$ cat src/hw/adc_link_pkg.sv
package adc_link_pkg;

  localparam int RESULT_W = 24;

  // Modulator runs at clk / 6 with oversampling 64
  localparam int MOD_DIV = 6;
  localparam int OSR = 64;

  // Times are in system clock periods, hold counts in conversion cycles; clk is the system clock (50 MHz here)
  localparam int CYCLE_CLKS = MOD_DIV * OSR;
  localparam int WRITE_CLKS = 6;
  localparam int LOW_CLKS = 6;
  localparam int HIGH_CLKS = 6;
  localparam int PRE_READY_CLKS = 24;
  localparam int READY_CLKS = WRITE_CLKS + LOW_CLKS + PRE_READY_CLKS;
  localparam int OUTPUT_CLKS = CYCLE_CLKS - READY_CLKS;
  localparam int SYNC_LOW_CLKS = 3;
  localparam int SYNC_HOLD_CYCLES = 4;
  localparam int PDOWN_HOLD_CYCLES = 20;

  // Release delays as printed, in half clock periods, rounded up to whole clocks
  localparam int SYNC_RELEASE_HALF_CLKS = 4085;
  localparam int WAKE_HALF_CLKS = 4637;
  localparam int SYNC_RELEASE_CLKS = (SYNC_RELEASE_HALF_CLKS + 1) / 2;
  localparam int WAKE_CLKS = (WAKE_HALF_CLKS + 1) / 2;
  localparam int POWERUP_CLKS = SYNC_RELEASE_CLKS;

  localparam int POS_W = 9;
  localparam int WAIT_W = 12;
  localparam logic [POS_W-1:0] POS_LOW = POS_W'(WRITE_CLKS);
  localparam logic [POS_W-1:0] POS_HIGH = POS_W'(WRITE_CLKS + LOW_CLKS);
  localparam logic [POS_W-1:0] POS_DATA = POS_W'(WRITE_CLKS + LOW_CLKS + HIGH_CLKS);
  localparam logic [POS_W-1:0] POS_PRE = POS_W'(CYCLE_CLKS - PRE_READY_CLKS);
  localparam logic [POS_W-1:0] POS_LAST = POS_W'(CYCLE_CLKS - 1);
  // Wait loads so that the low pulse starts the given delay after the detected fall
  localparam logic [WAIT_W-1:0] WAIT_SYNC = WAIT_W'(SYNC_RELEASE_CLKS - WRITE_CLKS - 2);
  localparam logic [WAIT_W-1:0] WAIT_WAKE = WAIT_W'(WAKE_CLKS - WRITE_CLKS - 2);
  localparam logic [WAIT_W-1:0] WAIT_POWERUP = WAIT_W'(POWERUP_CLKS - WRITE_CLKS - 2);

  // Host shift clock shape and ready-pulse recognition
  // Both three-stage lags plus the pin update take eight clocks; nine is the fewest that samples the new bit
  localparam int SCLK_LOW_CLKS = 9;
  localparam int SCLK_HIGH_CLKS = 4;
  localparam int RUN_MIN_CLKS = 20;

  typedef enum logic [1:0] {
    ST_WAIT = 2'b00,
    ST_RUN = 2'b01,
    ST_SYNC = 2'b10,
    ST_PDOWN = 2'b11
  } dev_state_t;

  typedef enum logic [1:0] {
    H_IDLE = 2'b00,
    H_ARMED = 2'b01,
    H_SHIFT = 2'b10
  } host_state_t;

endpackage

$ cat src/hw/adc_link_if.sv
`timescale 1ns/1ps
`default_nettype none

interface adc_link_if;
  logic sclk;
  logic ready_and_serial_out_pin;

  modport device (
    input sclk,
    output ready_and_serial_out_pin
  );

  modport host (
    output sclk,
    input ready_and_serial_out_pin
  );
endinterface

`default_nettype wire

$ cat src/hw/adc_readout_device.sv
// What this block and the host on the link do
// First ready pulse only once data valid.
// Pin alternates ready indication and serial output.
// Cycle 384 clocks: ready 36, output 348.
// High 6 writing, low 6, high 6.
// Negative result keeps pin high after that.
// Host clocks only after ready mode ends.
// Bit changes on fall; host samples rise.
// Host reads whole word before ready mode.
// Pin high 24 clocks before ready mode.
// No clocks: most significant bit stays shown.
// Short read: last shown bit stays.
// Over 24 clocks: pin stays low.
// Bit pointer reset at write and pre-ready.
// 24-bit two's complement, sent MSB first.
// Four high cycles: 3-clock low, modulator reset.
// Host holds high four to under twenty cycles.
// Host holds five cycles for several devices.
// Falling edge releases; ready pulse 2042.5 later.
// Sync 1537 to 7679 clocks after rise.
// Twenty high cycles enter power-down.
// Power-down no earlier than 7681 clocks.
// Falling edge wakes; ready pulse 2318.5 later.
// Clock divided by 6, ratio 64.
`timescale 1ns/1ps
`default_nettype none

module adc_readout_device #(
  parameter int RES_W = adc_link_pkg::RESULT_W
) (
  input wire logic clk,
  input wire logic srst,
  adc_link_if.device link,
  input wire logic [RES_W-1:0] res_data,
  input wire logic res_valid,
  output logic res_ready,
  output logic modulator_reset,
  output logic power_down
);

  typedef struct packed {
    adc_link_pkg::dev_state_t st;
    logic [adc_link_pkg::POS_W-1:0] pos;
    logic [adc_link_pkg::WAIT_W-1:0] wait_cnt;
    logic [4:0] ptr;
    logic [RES_W-1:0] result_output_register;
    logic [4:0] hi_cyc;
    logic [1:0] pulse;
    logic [2:0] sy;
    logic sclk_lv;
    logic [1:0][RES_W-1:0] mem;
    logic wr_idx;
    logic rd_idx;
    logic [1:0] cnt;
    logic pin;
  } dev_reg_t;

  dev_reg_t q;
  dev_reg_t d;
  logic fall;
  logic push;
  logic pop;
  logic boundary;
  logic [RES_W-1:0] shifted;

  // Producer stalls here while both entries wait for a conversion slot
  assign res_ready = (q.cnt != 2'h2);
  assign push = res_valid & res_ready;

  always_comb begin
    d = q;
    fall = 1'b0;
    pop = 1'b0;
    boundary = 1'b0;
    shifted = '0;

    // Three-stage sync; level changes once stages two and three agree
    d.sy = {q.sy[1:0], link.sclk};
    if (q.sy[2] == q.sy[1]) begin
      d.sclk_lv = q.sy[2];
    end
    fall = q.sclk_lv & ~d.sclk_lv;

    if (q.st == adc_link_pkg::ST_RUN || q.st == adc_link_pkg::ST_SYNC) begin
      boundary = (q.pos == adc_link_pkg::POS_LAST);
      if (boundary) begin
        d.pos = '0;
      end else begin
        d.pos = q.pos + 1'b1;
      end
    end

    // Cycle boundaries passed with the clock held high are counted, the first one ending a partial cycle
    if (!d.sclk_lv) begin
      d.hi_cyc = '0;
    end else if (boundary && q.hi_cyc != 5'h1F) begin
      d.hi_cyc = q.hi_cyc + 1'b1;
    end

    case (q.st)
      adc_link_pkg::ST_WAIT: begin
        if (q.wait_cnt == '0) begin
          d.st = adc_link_pkg::ST_RUN;
          d.pos = '0;
        end else begin
          d.wait_cnt = q.wait_cnt - 1'b1;
        end
      end
      adc_link_pkg::ST_RUN: begin
        if (d.hi_cyc == 5'(adc_link_pkg::SYNC_HOLD_CYCLES + 1)) begin
          d.st = adc_link_pkg::ST_SYNC;
          d.pulse = 2'(adc_link_pkg::SYNC_LOW_CLKS);
        end else if (fall && q.pos >= adc_link_pkg::POS_DATA
                     && q.pos < adc_link_pkg::POS_PRE && q.ptr != 5'(RES_W)) begin
          d.ptr = q.ptr + 1'b1;
        end
      end
      adc_link_pkg::ST_SYNC: begin
        if (q.pulse != 2'h0) begin
          d.pulse = q.pulse - 1'b1;
        end
        if (fall) begin
          d.st = adc_link_pkg::ST_WAIT;
          d.wait_cnt = adc_link_pkg::WAIT_SYNC;
          d.hi_cyc = '0;
          d.pulse = '0;
        end else if (d.hi_cyc == 5'(adc_link_pkg::PDOWN_HOLD_CYCLES + 1)) begin
          d.st = adc_link_pkg::ST_PDOWN;
        end
      end
      adc_link_pkg::ST_PDOWN: begin
        if (fall) begin
          d.st = adc_link_pkg::ST_WAIT;
          d.wait_cnt = adc_link_pkg::WAIT_WAKE;
          d.hi_cyc = '0;
        end
      end
      default: begin
        d.st = adc_link_pkg::ST_WAIT;
      end
    endcase

    if (d.st == adc_link_pkg::ST_RUN && d.pos == '0) begin
      // Without a fresh word the previous result is shown again
      if (q.cnt != 2'h0) begin
        pop = 1'b1;
        d.result_output_register = q.mem[q.rd_idx];
        d.rd_idx = ~q.rd_idx;
      end
      d.ptr = '0;
    end
    if (d.st == adc_link_pkg::ST_RUN && d.pos == adc_link_pkg::POS_PRE) begin
      d.ptr = '0;
    end

    if (push) begin
      d.mem[q.wr_idx] = res_data;
      d.wr_idx = ~q.wr_idx;
    end
    d.cnt = q.cnt + {1'b0, push} - {1'b0, pop};

    // Pin follows the next state so pin_q lines up with pos_q
    shifted = d.result_output_register << d.ptr;
    case (d.st)
      adc_link_pkg::ST_RUN: begin
        if (d.pos < adc_link_pkg::POS_LOW) begin
          d.pin = 1'b1;
        end else if (d.pos < adc_link_pkg::POS_HIGH) begin
          d.pin = 1'b0;
        end else if (d.pos < adc_link_pkg::POS_DATA) begin
          d.pin = 1'b1;
        end else if (d.pos < adc_link_pkg::POS_PRE) begin
          // MSB first; past the last bit the pin reads low
          d.pin = (d.ptr < 5'(RES_W)) ? shifted[RES_W-1] : 1'b0;
        end else begin
          d.pin = 1'b1;
        end
      end
      adc_link_pkg::ST_SYNC: begin
        d.pin = (d.pulse == 2'h0);
      end
      default: begin
        d.pin = 1'b1;
      end
    endcase
  end

  always_ff @(posedge clk) begin
    if (srst) begin
      q <= '0;
      q.st <= adc_link_pkg::ST_WAIT;
      q.wait_cnt <= adc_link_pkg::WAIT_POWERUP;
      q.pin <= 1'b1;
    end else begin
      q <= d;
    end
  end

  assign link.ready_and_serial_out_pin = q.pin;
  assign modulator_reset = (q.st == adc_link_pkg::ST_SYNC) | (q.st == adc_link_pkg::ST_PDOWN);
  assign power_down = (q.st == adc_link_pkg::ST_PDOWN);

endmodule

`default_nettype wire

$ cat src/flat_wrapper.sv
// flat-port wrapper written by rule: the top's interface ports become plain ports
module adc_readout_device_flat 
#(
  parameter int RES_W = adc_link_pkg::RESULT_W
)
  (clk, srst, res_data, res_valid, res_ready, modulator_reset, power_down, link_sclk, link_ready_and_serial_out_pin);
  adc_link_if link_i ();
  input wire logic clk;
  input wire logic srst;
  input wire logic [RES_W-1:0] res_data;
  input wire logic res_valid;
  output logic res_ready;
  output logic modulator_reset;
  output logic power_down;
  input wire logic [$bits(link_i.sclk)-1:0] link_sclk;
  output wire logic [$bits(link_i.ready_and_serial_out_pin)-1:0] link_ready_and_serial_out_pin;
  assign link_i.sclk = link_sclk;
  assign link_ready_and_serial_out_pin = link_i.ready_and_serial_out_pin;
  adc_readout_device #(.RES_W(RES_W)) u_core (.clk(clk), .srst(srst), .link(link_i), .res_data(res_data), .res_valid(res_valid), .res_ready(res_ready), .modulator_reset(modulator_reset), .power_down(power_down));
endmodule
$ cat config.mk
export PLATFORM = sky130hd
export DESIGN_NAME = adc_readout_device_flat
export DESIGN_NICKNAME = d
export VERILOG_FILES = /design/src/hw/adc_link_pkg.sv /design/src/hw/adc_link_if.sv /design/src/hw/adc_readout_device.sv /design/src/flat_wrapper.sv
export SDC_FILE = /design/constraint.sdc
export NUM_CORES = 1
export LEC_CHECK = 0
export BUFFER_PORTS_ARGS = -buffer_cell sky130_fd_sc_hd__buf_2
export CAP_MARGIN = 10
export CORE_MARGIN = 2
export CORE_UTILIZATION = 60
export DETAILED_ROUTE_END_ITERATION = 12
export PLACE_DENSITY = 0.8
export SKIP_CTS_REPAIR_TIMING = 1
export SYNTH_ARGS = -nofsm -noshare
export SYNTH_HDL_FRONTEND = slang
export SYNTH_SLANG_ARGS = --single-unit
$ cat constraint.sdc
create_clock -name clk -period 6.35 [get_ports clk]
set_input_delay 0.3175 -clock clk [delete_from_list [all_inputs] [get_ports clk]]
set_output_delay 0.3175 -clock clk [all_outputs]
set_load 0.03 [all_outputs]
Word-level counts from Yosys, hierarchy flattened
Index checks and enable logic that the tools add are counted.

Add/subtract/negate cells: 7. $mul: 0. Divide/modulo/power cells: 0. Order comparisons: 10. Equality and inequality tests: 16. Shifts and indexed selects: 1. Mux-type cells: 42. Bitwise operators: 6. Reductions and logical operators: 17.

Operators by type and width (number): $mux 24 (4); $bwmux 48 (1); $mux 12 (3); $pmux 12 s3 (1); $mux 5 (7); $mux 29 (1); $mux 9 (3); $demux 24 s1 (1); $shl 24x5->24 (1); $eq 9x9->1 const B (2); $lt 9x9->1 const B (2); $logic_not 12->1 (1); $mux 2 (6); $sub 12x1->12 const B (1); $mux 11 (1); $add 5x1->5 const B (2); $ne 5x5->1 const B (2); $pmux 5 s2 (1); $add 9x1->9 const B (1); $ge 9x5->1 const B (1); $logic_not 9->1 (1); $lt 9x3->1 const B (1); $lt 9x4->1 const B (1); $lt 9x5->1 const B (1); other kinds (28) (53).

Bits in registers: 116. Latch bits: 0. Bits in writable memories: 0. Memory bits (read-only): 0. Bits of input ports: 28. Output and inout bits: 4. Word-level logic and storage cells: 114. Memories: 0.

Logic depth before layout (Yosys ltp)
Depth after elaboration: 21. Mapped depth: 25.

Least setup slack after synthesis
OpenSTA, ideal clock, no wires.

Kind: flip-flop to flip-flop. Start point: reg u_core.q[115] (netlist name). End point: reg u_core.q[2] (netlist name). Library setup time: 0.128 ns. Data arrival time: 4.306 ns. Required time: 6.222 ns. Setup slack: 1.916 ns. Stages on the path, launching flop included: 22. Period minus slack after synthesis: 4.434 ns. Cell sequence: dfxtp_1 inv_1 ha_1 and4b_1 nand4_2 or3_1 a21oi_1 or4_1 a21oi_1 o21ai_0 ha_1 o221a_2 o211ai_1 inv_1 buf_2 buf_1 ha_1 inv_1 ha_1 xor2_1 xnor2_1 nor2_1.

Word-level cells in the longest chain between the ends: 14. Elaborated cells on any way between the ends: 24.

Ends and longest elaborated chain: from (decl) (RTL line adc_readout_device.sv:58) `dev_reg_t q;`; $eq 2x1->1 or $eq 2x2->1 (tied branches) (RTL line adc_readout_device.sv:84, adc_readout_device.sv:100); $logic_or 1x1->1 (RTL line adc_readout_device.sv:84) `if (q.st == adc_link_pkg::ST_RUN || q.st == adc_link_pkg::ST_SYNC) begin`; $mux 1 (RTL line adc_readout_device.sv:84); $logic_and 1x1->1 (RTL line adc_readout_device.sv:96) `end else if (boundary && q.hi_cyc != 5'h1F) begin`; $mux 5 (RTL line adc_readout_device.sv:96); $mux 5 (RTL line adc_readout_device.sv:94) `if (!d.sclk_lv) begin`; $eq 5x5->1 (RTL line adc_readout_device.sv:127) `end else if (d.hi_cyc == 5'(adc_link_pkg::PDOWN_HOLD_CYCLES + 1)) begin`; $mux 2 (RTL line adc_readout_device.sv:127); $mux 2 (RTL line adc_readout_device.sv:122) `if (fall) begin`; $pmux 2 s4 (RTL line adc_readout_device.sv:100) `case (q.st)`; $eq 2x1->1 (RTL line adc_readout_device.sv:143) `if (d.st == adc_link_pkg::ST_RUN && d.pos == '0) begin`; $logic_and 1x1->1 * (RTL line adc_readout_device.sv:143); $mux 1 * (RTL line adc_readout_device.sv:143); via u_core.pop (RTL line adc_readout_device.sv:62) `logic pop;`; $sub 2x1->2 * (RTL line adc_readout_device.sv:160) `d.cnt = q.cnt + {1'b0, push} - {1'b0, pop};`.

The timed path passes the listed nets; every way through them passes the cells marked *. A chain may end at the register's enable or synchronous reset.

==> qor.yml <==
synth_nets: 796
dp.cells: 877
p_per_area_nw_per_um2: 305.8
slew_headroom: 0.2853
worst_pin_slew_ns: 1.064
setup_viol: 0
antenna_found_initial: 0
fin_crit_ns: 5.468
preCtsSetupSlack_ns: 1.099
viasPerCell: 5.916
synth_ff_type: "dfxtp_1"
regToRegStartpoint: "u_core.q[115]"
fin_skew_ns: 0.01272
setup_tns_ns: 0
clock_latency_ns: 0.51
worstRegToRegCells: 20
required_ns: 6.75
synth.avg_cell_area_um2: 7.953
cts_buffers: 17
clk_path_buf_depth: 2
worst-path-buf-inv: 4
critical_path.max_stage_delay_ns: 0.64
vias: 5366
synthArstFlopShare: 0
startpoint_type: "flip-flop"
max_freq_mhz: 182.9
fin_cells: 907
cts_max_level: 4
syn_inst: 752
ys_seq_area_frac: 0.3883
syn_area_um2: 5981
yosys.cell_count.top_type: "nand2_1"
drt_iter0_markers: 338
critPathCaptureType: "flip-flop"
synth_seq_cells: 116
synth.largest_area_cell: "dfxtp_1"
cp_top_family: "compound AO/OA/AOI/OAI gates"
initial_core_util: 0.6147
nNetsFinal: 807
synth.area.top_cells: "dfxtp_1, nand2_1, a21oi_1, mux2i_1, nor2_1"
hold_slack_ns: 0.03379
layout-drive-gt1-share: 0.1111
path_cells: "inv_1, ha_1, buf_4, and4b_1, nand4_2, mux2i_1, nor2_1, nand2_1, or4_1, a21oi_1, o21ai_0, inv_1, ha_1, o221a_2, inv_1, o21ai_2, mux2_2, o31ai_1, a211oi_1, o31a_1"
cts.sink_count: 116
cts_tree: "built"
num_rows: 36
status: "finished clean"
core_area_um2: 9729
reg2reg_slack_ns: 0.88
postLayoutCellArea_um2: 6689
maxSlewViolCount: 0
fin_crit_sh: 0.8612
dieArea_um2: 10780
track_usage: 0.2740
whs_path_depth: 2
worst_slack_ns: 0.8815
diodes: 0
crit_arrival_ns: 5.87
synth_warnings: 0
placed_area_um2: 6157
critPathKind: "reg -> reg"
dp_hpwl_um: 9613
cts_root_buf: "clkbuf_8"
ios: 32
first_global_vias: 5199
nFillCells: 818
area_growth_pct: 11.84
yosysUniqueCellTypes: 64
grt_pass1_wl_um: 24380
firstDrtPassIters: 5
hold_end: "u_core.d[55]"
wl_um: 14150
min-delay-start: "link_sclk"
cp_max_fo: 21
finish.utilization: 0.6875
worstReg2RegEnd: "u_core.link.ready_and_serial_out_pin"
hold_viol_final: 0
p_leak_nw: 2.461
max_cap_violations: 0
drc: 0
route.detailed.wl_per_inst_um: 15.60
max-vdd-ir-drop_v: 0.0002226
synth_edf_count: 0
grt_max_degree: 56
fin_total_pwr_mw: 2.045
cpMostUsedCell: "inv_1"
ant_nets: 0
clk_pin_slew_ns: 0.06
place.gp.congestion: 0.9414
die_w_um: 103.8
ys_top_cells_by_count: "nand2_1, dfxtp_1, nor2_1"
hp-class: "in -> reg"
portBuffers: 31
grt.overflow.total: 0
die_h_um: 103.8
rsz0062_at_grt: "no"
synth_top_cell_area_share: 0.3883
slowest_stage: "dfxtp_1"
==> cells in the final DEF (no fill, tap or decap), types with 3 or more instances in the layout <==
cell	n
o211ai_1	5
a221oi_1	3
buf_2	30
or2_2	3
nor3b_1	8
or3_1	5
nor4_1	5
o31a_1	3
nand2b_1	17
nor3_1	21
o31ai_1	4
and2_1	4
a21oi_1	69
clkbuf_16	16
xnor2_1	12
o22ai_1	8
a32o_1	3
nand4_1	4
inv_1	21
and3_1	9
xor2_1	6
dfxtp_1	116
buf_4	8
clkinv_2	4
nor2_1	73
ha_1	16
mux2i_1	28
o21ai_0	28
nand2_1	133
clkbuf_8	3
nand3_1	13
a211oi_1	28
nor2b_1	11
a31oi_1	10
mux2_2	5
==> power breakdown <==
part | internal (mW) | total (mW) | switching, mW
combinational | 0.127 | 0.337 | 0.209
sequential | 0.802 | 0.854 | 0.0513
clock | 0.532 | 0.855 | 0.323
total | 1.46 | 2.05 | 0.584
==> kinds of logic after synthesis <==
family,after synthesis,share of synthesized area
DFF,116,0.3883
and+or+nand+nor,317,0.2479
adders and majority gates,16,0.03347
AOI/OAI and AO/OA,184,0.1983
xor gates and xnor gates,19,0.02908
muxes,33,0.05628
buffers and inverters,67,0.04665
==> worst reg2reg max path: stages (launching register included) <==
cell and delay [ns]:
dfxtp_1 0.64, inv_1 0.32, ha_1 0.38, buf_4 0.23
and4b_1 0.29, nand4_2 0.20, mux2i_1 0.18, nor2_1 0.23
nand2_1 0.08, or4_1 0.44, a21oi_1 0.22, o21ai_0 0.18
inv_1 0.10, ha_1 0.17, o221a_2 0.28, inv_1 0.13
o21ai_2 0.28, mux2_2 0.37, o31ai_1 0.23, a211oi_1 0.12
o31a_1 0.27
==> flip-flops by register name, indices dropped and copies added, names as in the netlist <==
signal and cells:
u_core.q 113, u_core.link.ready_and_serial_out_pin 1, u_core.d 2
==> worst max path at each step <==
| stage | slack [ns] | from | to | cells past startpoint |
|---|---|---|---|---|
| 2_1_floorplan | 1.92 | u_core.q[115] | u_core.q[2] | 21 |
| 3_3_place_gp | 1.29 | u_core.q[115] | u_core.link.ready_and_serial_out_pin | 18 |
| 3_5_place_dp | 1.10 | u_core.q[115] | u_core.link.ready_and_serial_out_pin | 18 |
| 4_1_cts | 0.98 | u_core.q[115] | u_core.link.ready_and_serial_out_pin | 21 |
| 5_1_grt | 0.52 | u_core.q[115] | u_core.link.ready_and_serial_out_pin | 22 |
| 6_report | 0.88 | u_core.q[115] | u_core.link.ready_and_serial_out_pin | 20 |
==> metal layers <==
| metal | part of all wire | track usage | wire length [um] |
|---|---|---|---|
| met1 | 0.43 | 0.3329 | 6068 |
| met5 | 0 | 0 | 0 |
| met4 | 0.024 | 0.1207 | 337 |
| met3 | 0.051 | 0.06104 | 728 |
| met2 | 0.50 | 0.4648 | 7013 |
==> final cells by class <==
| class | count | area [um^2] | share of cell area |
|---|---|---|---|
| clock buffer | 21 | 449.2 | 0.06715 |
| clock inverter | 9 | 82.58 | 0.01235 |
| inverter | 21 | 78.83 | 0.01178 |
| multi-input combinational | 569 | 3379 | 0.5052 |
| sequential | 116 | 2322 | 0.3472 |
| tap | 133 | 166.4 | 0.02488 |
| timing repair buffer | 38 | 210.2 | 0.03143 |
Power figures use the tool's default switching activity.
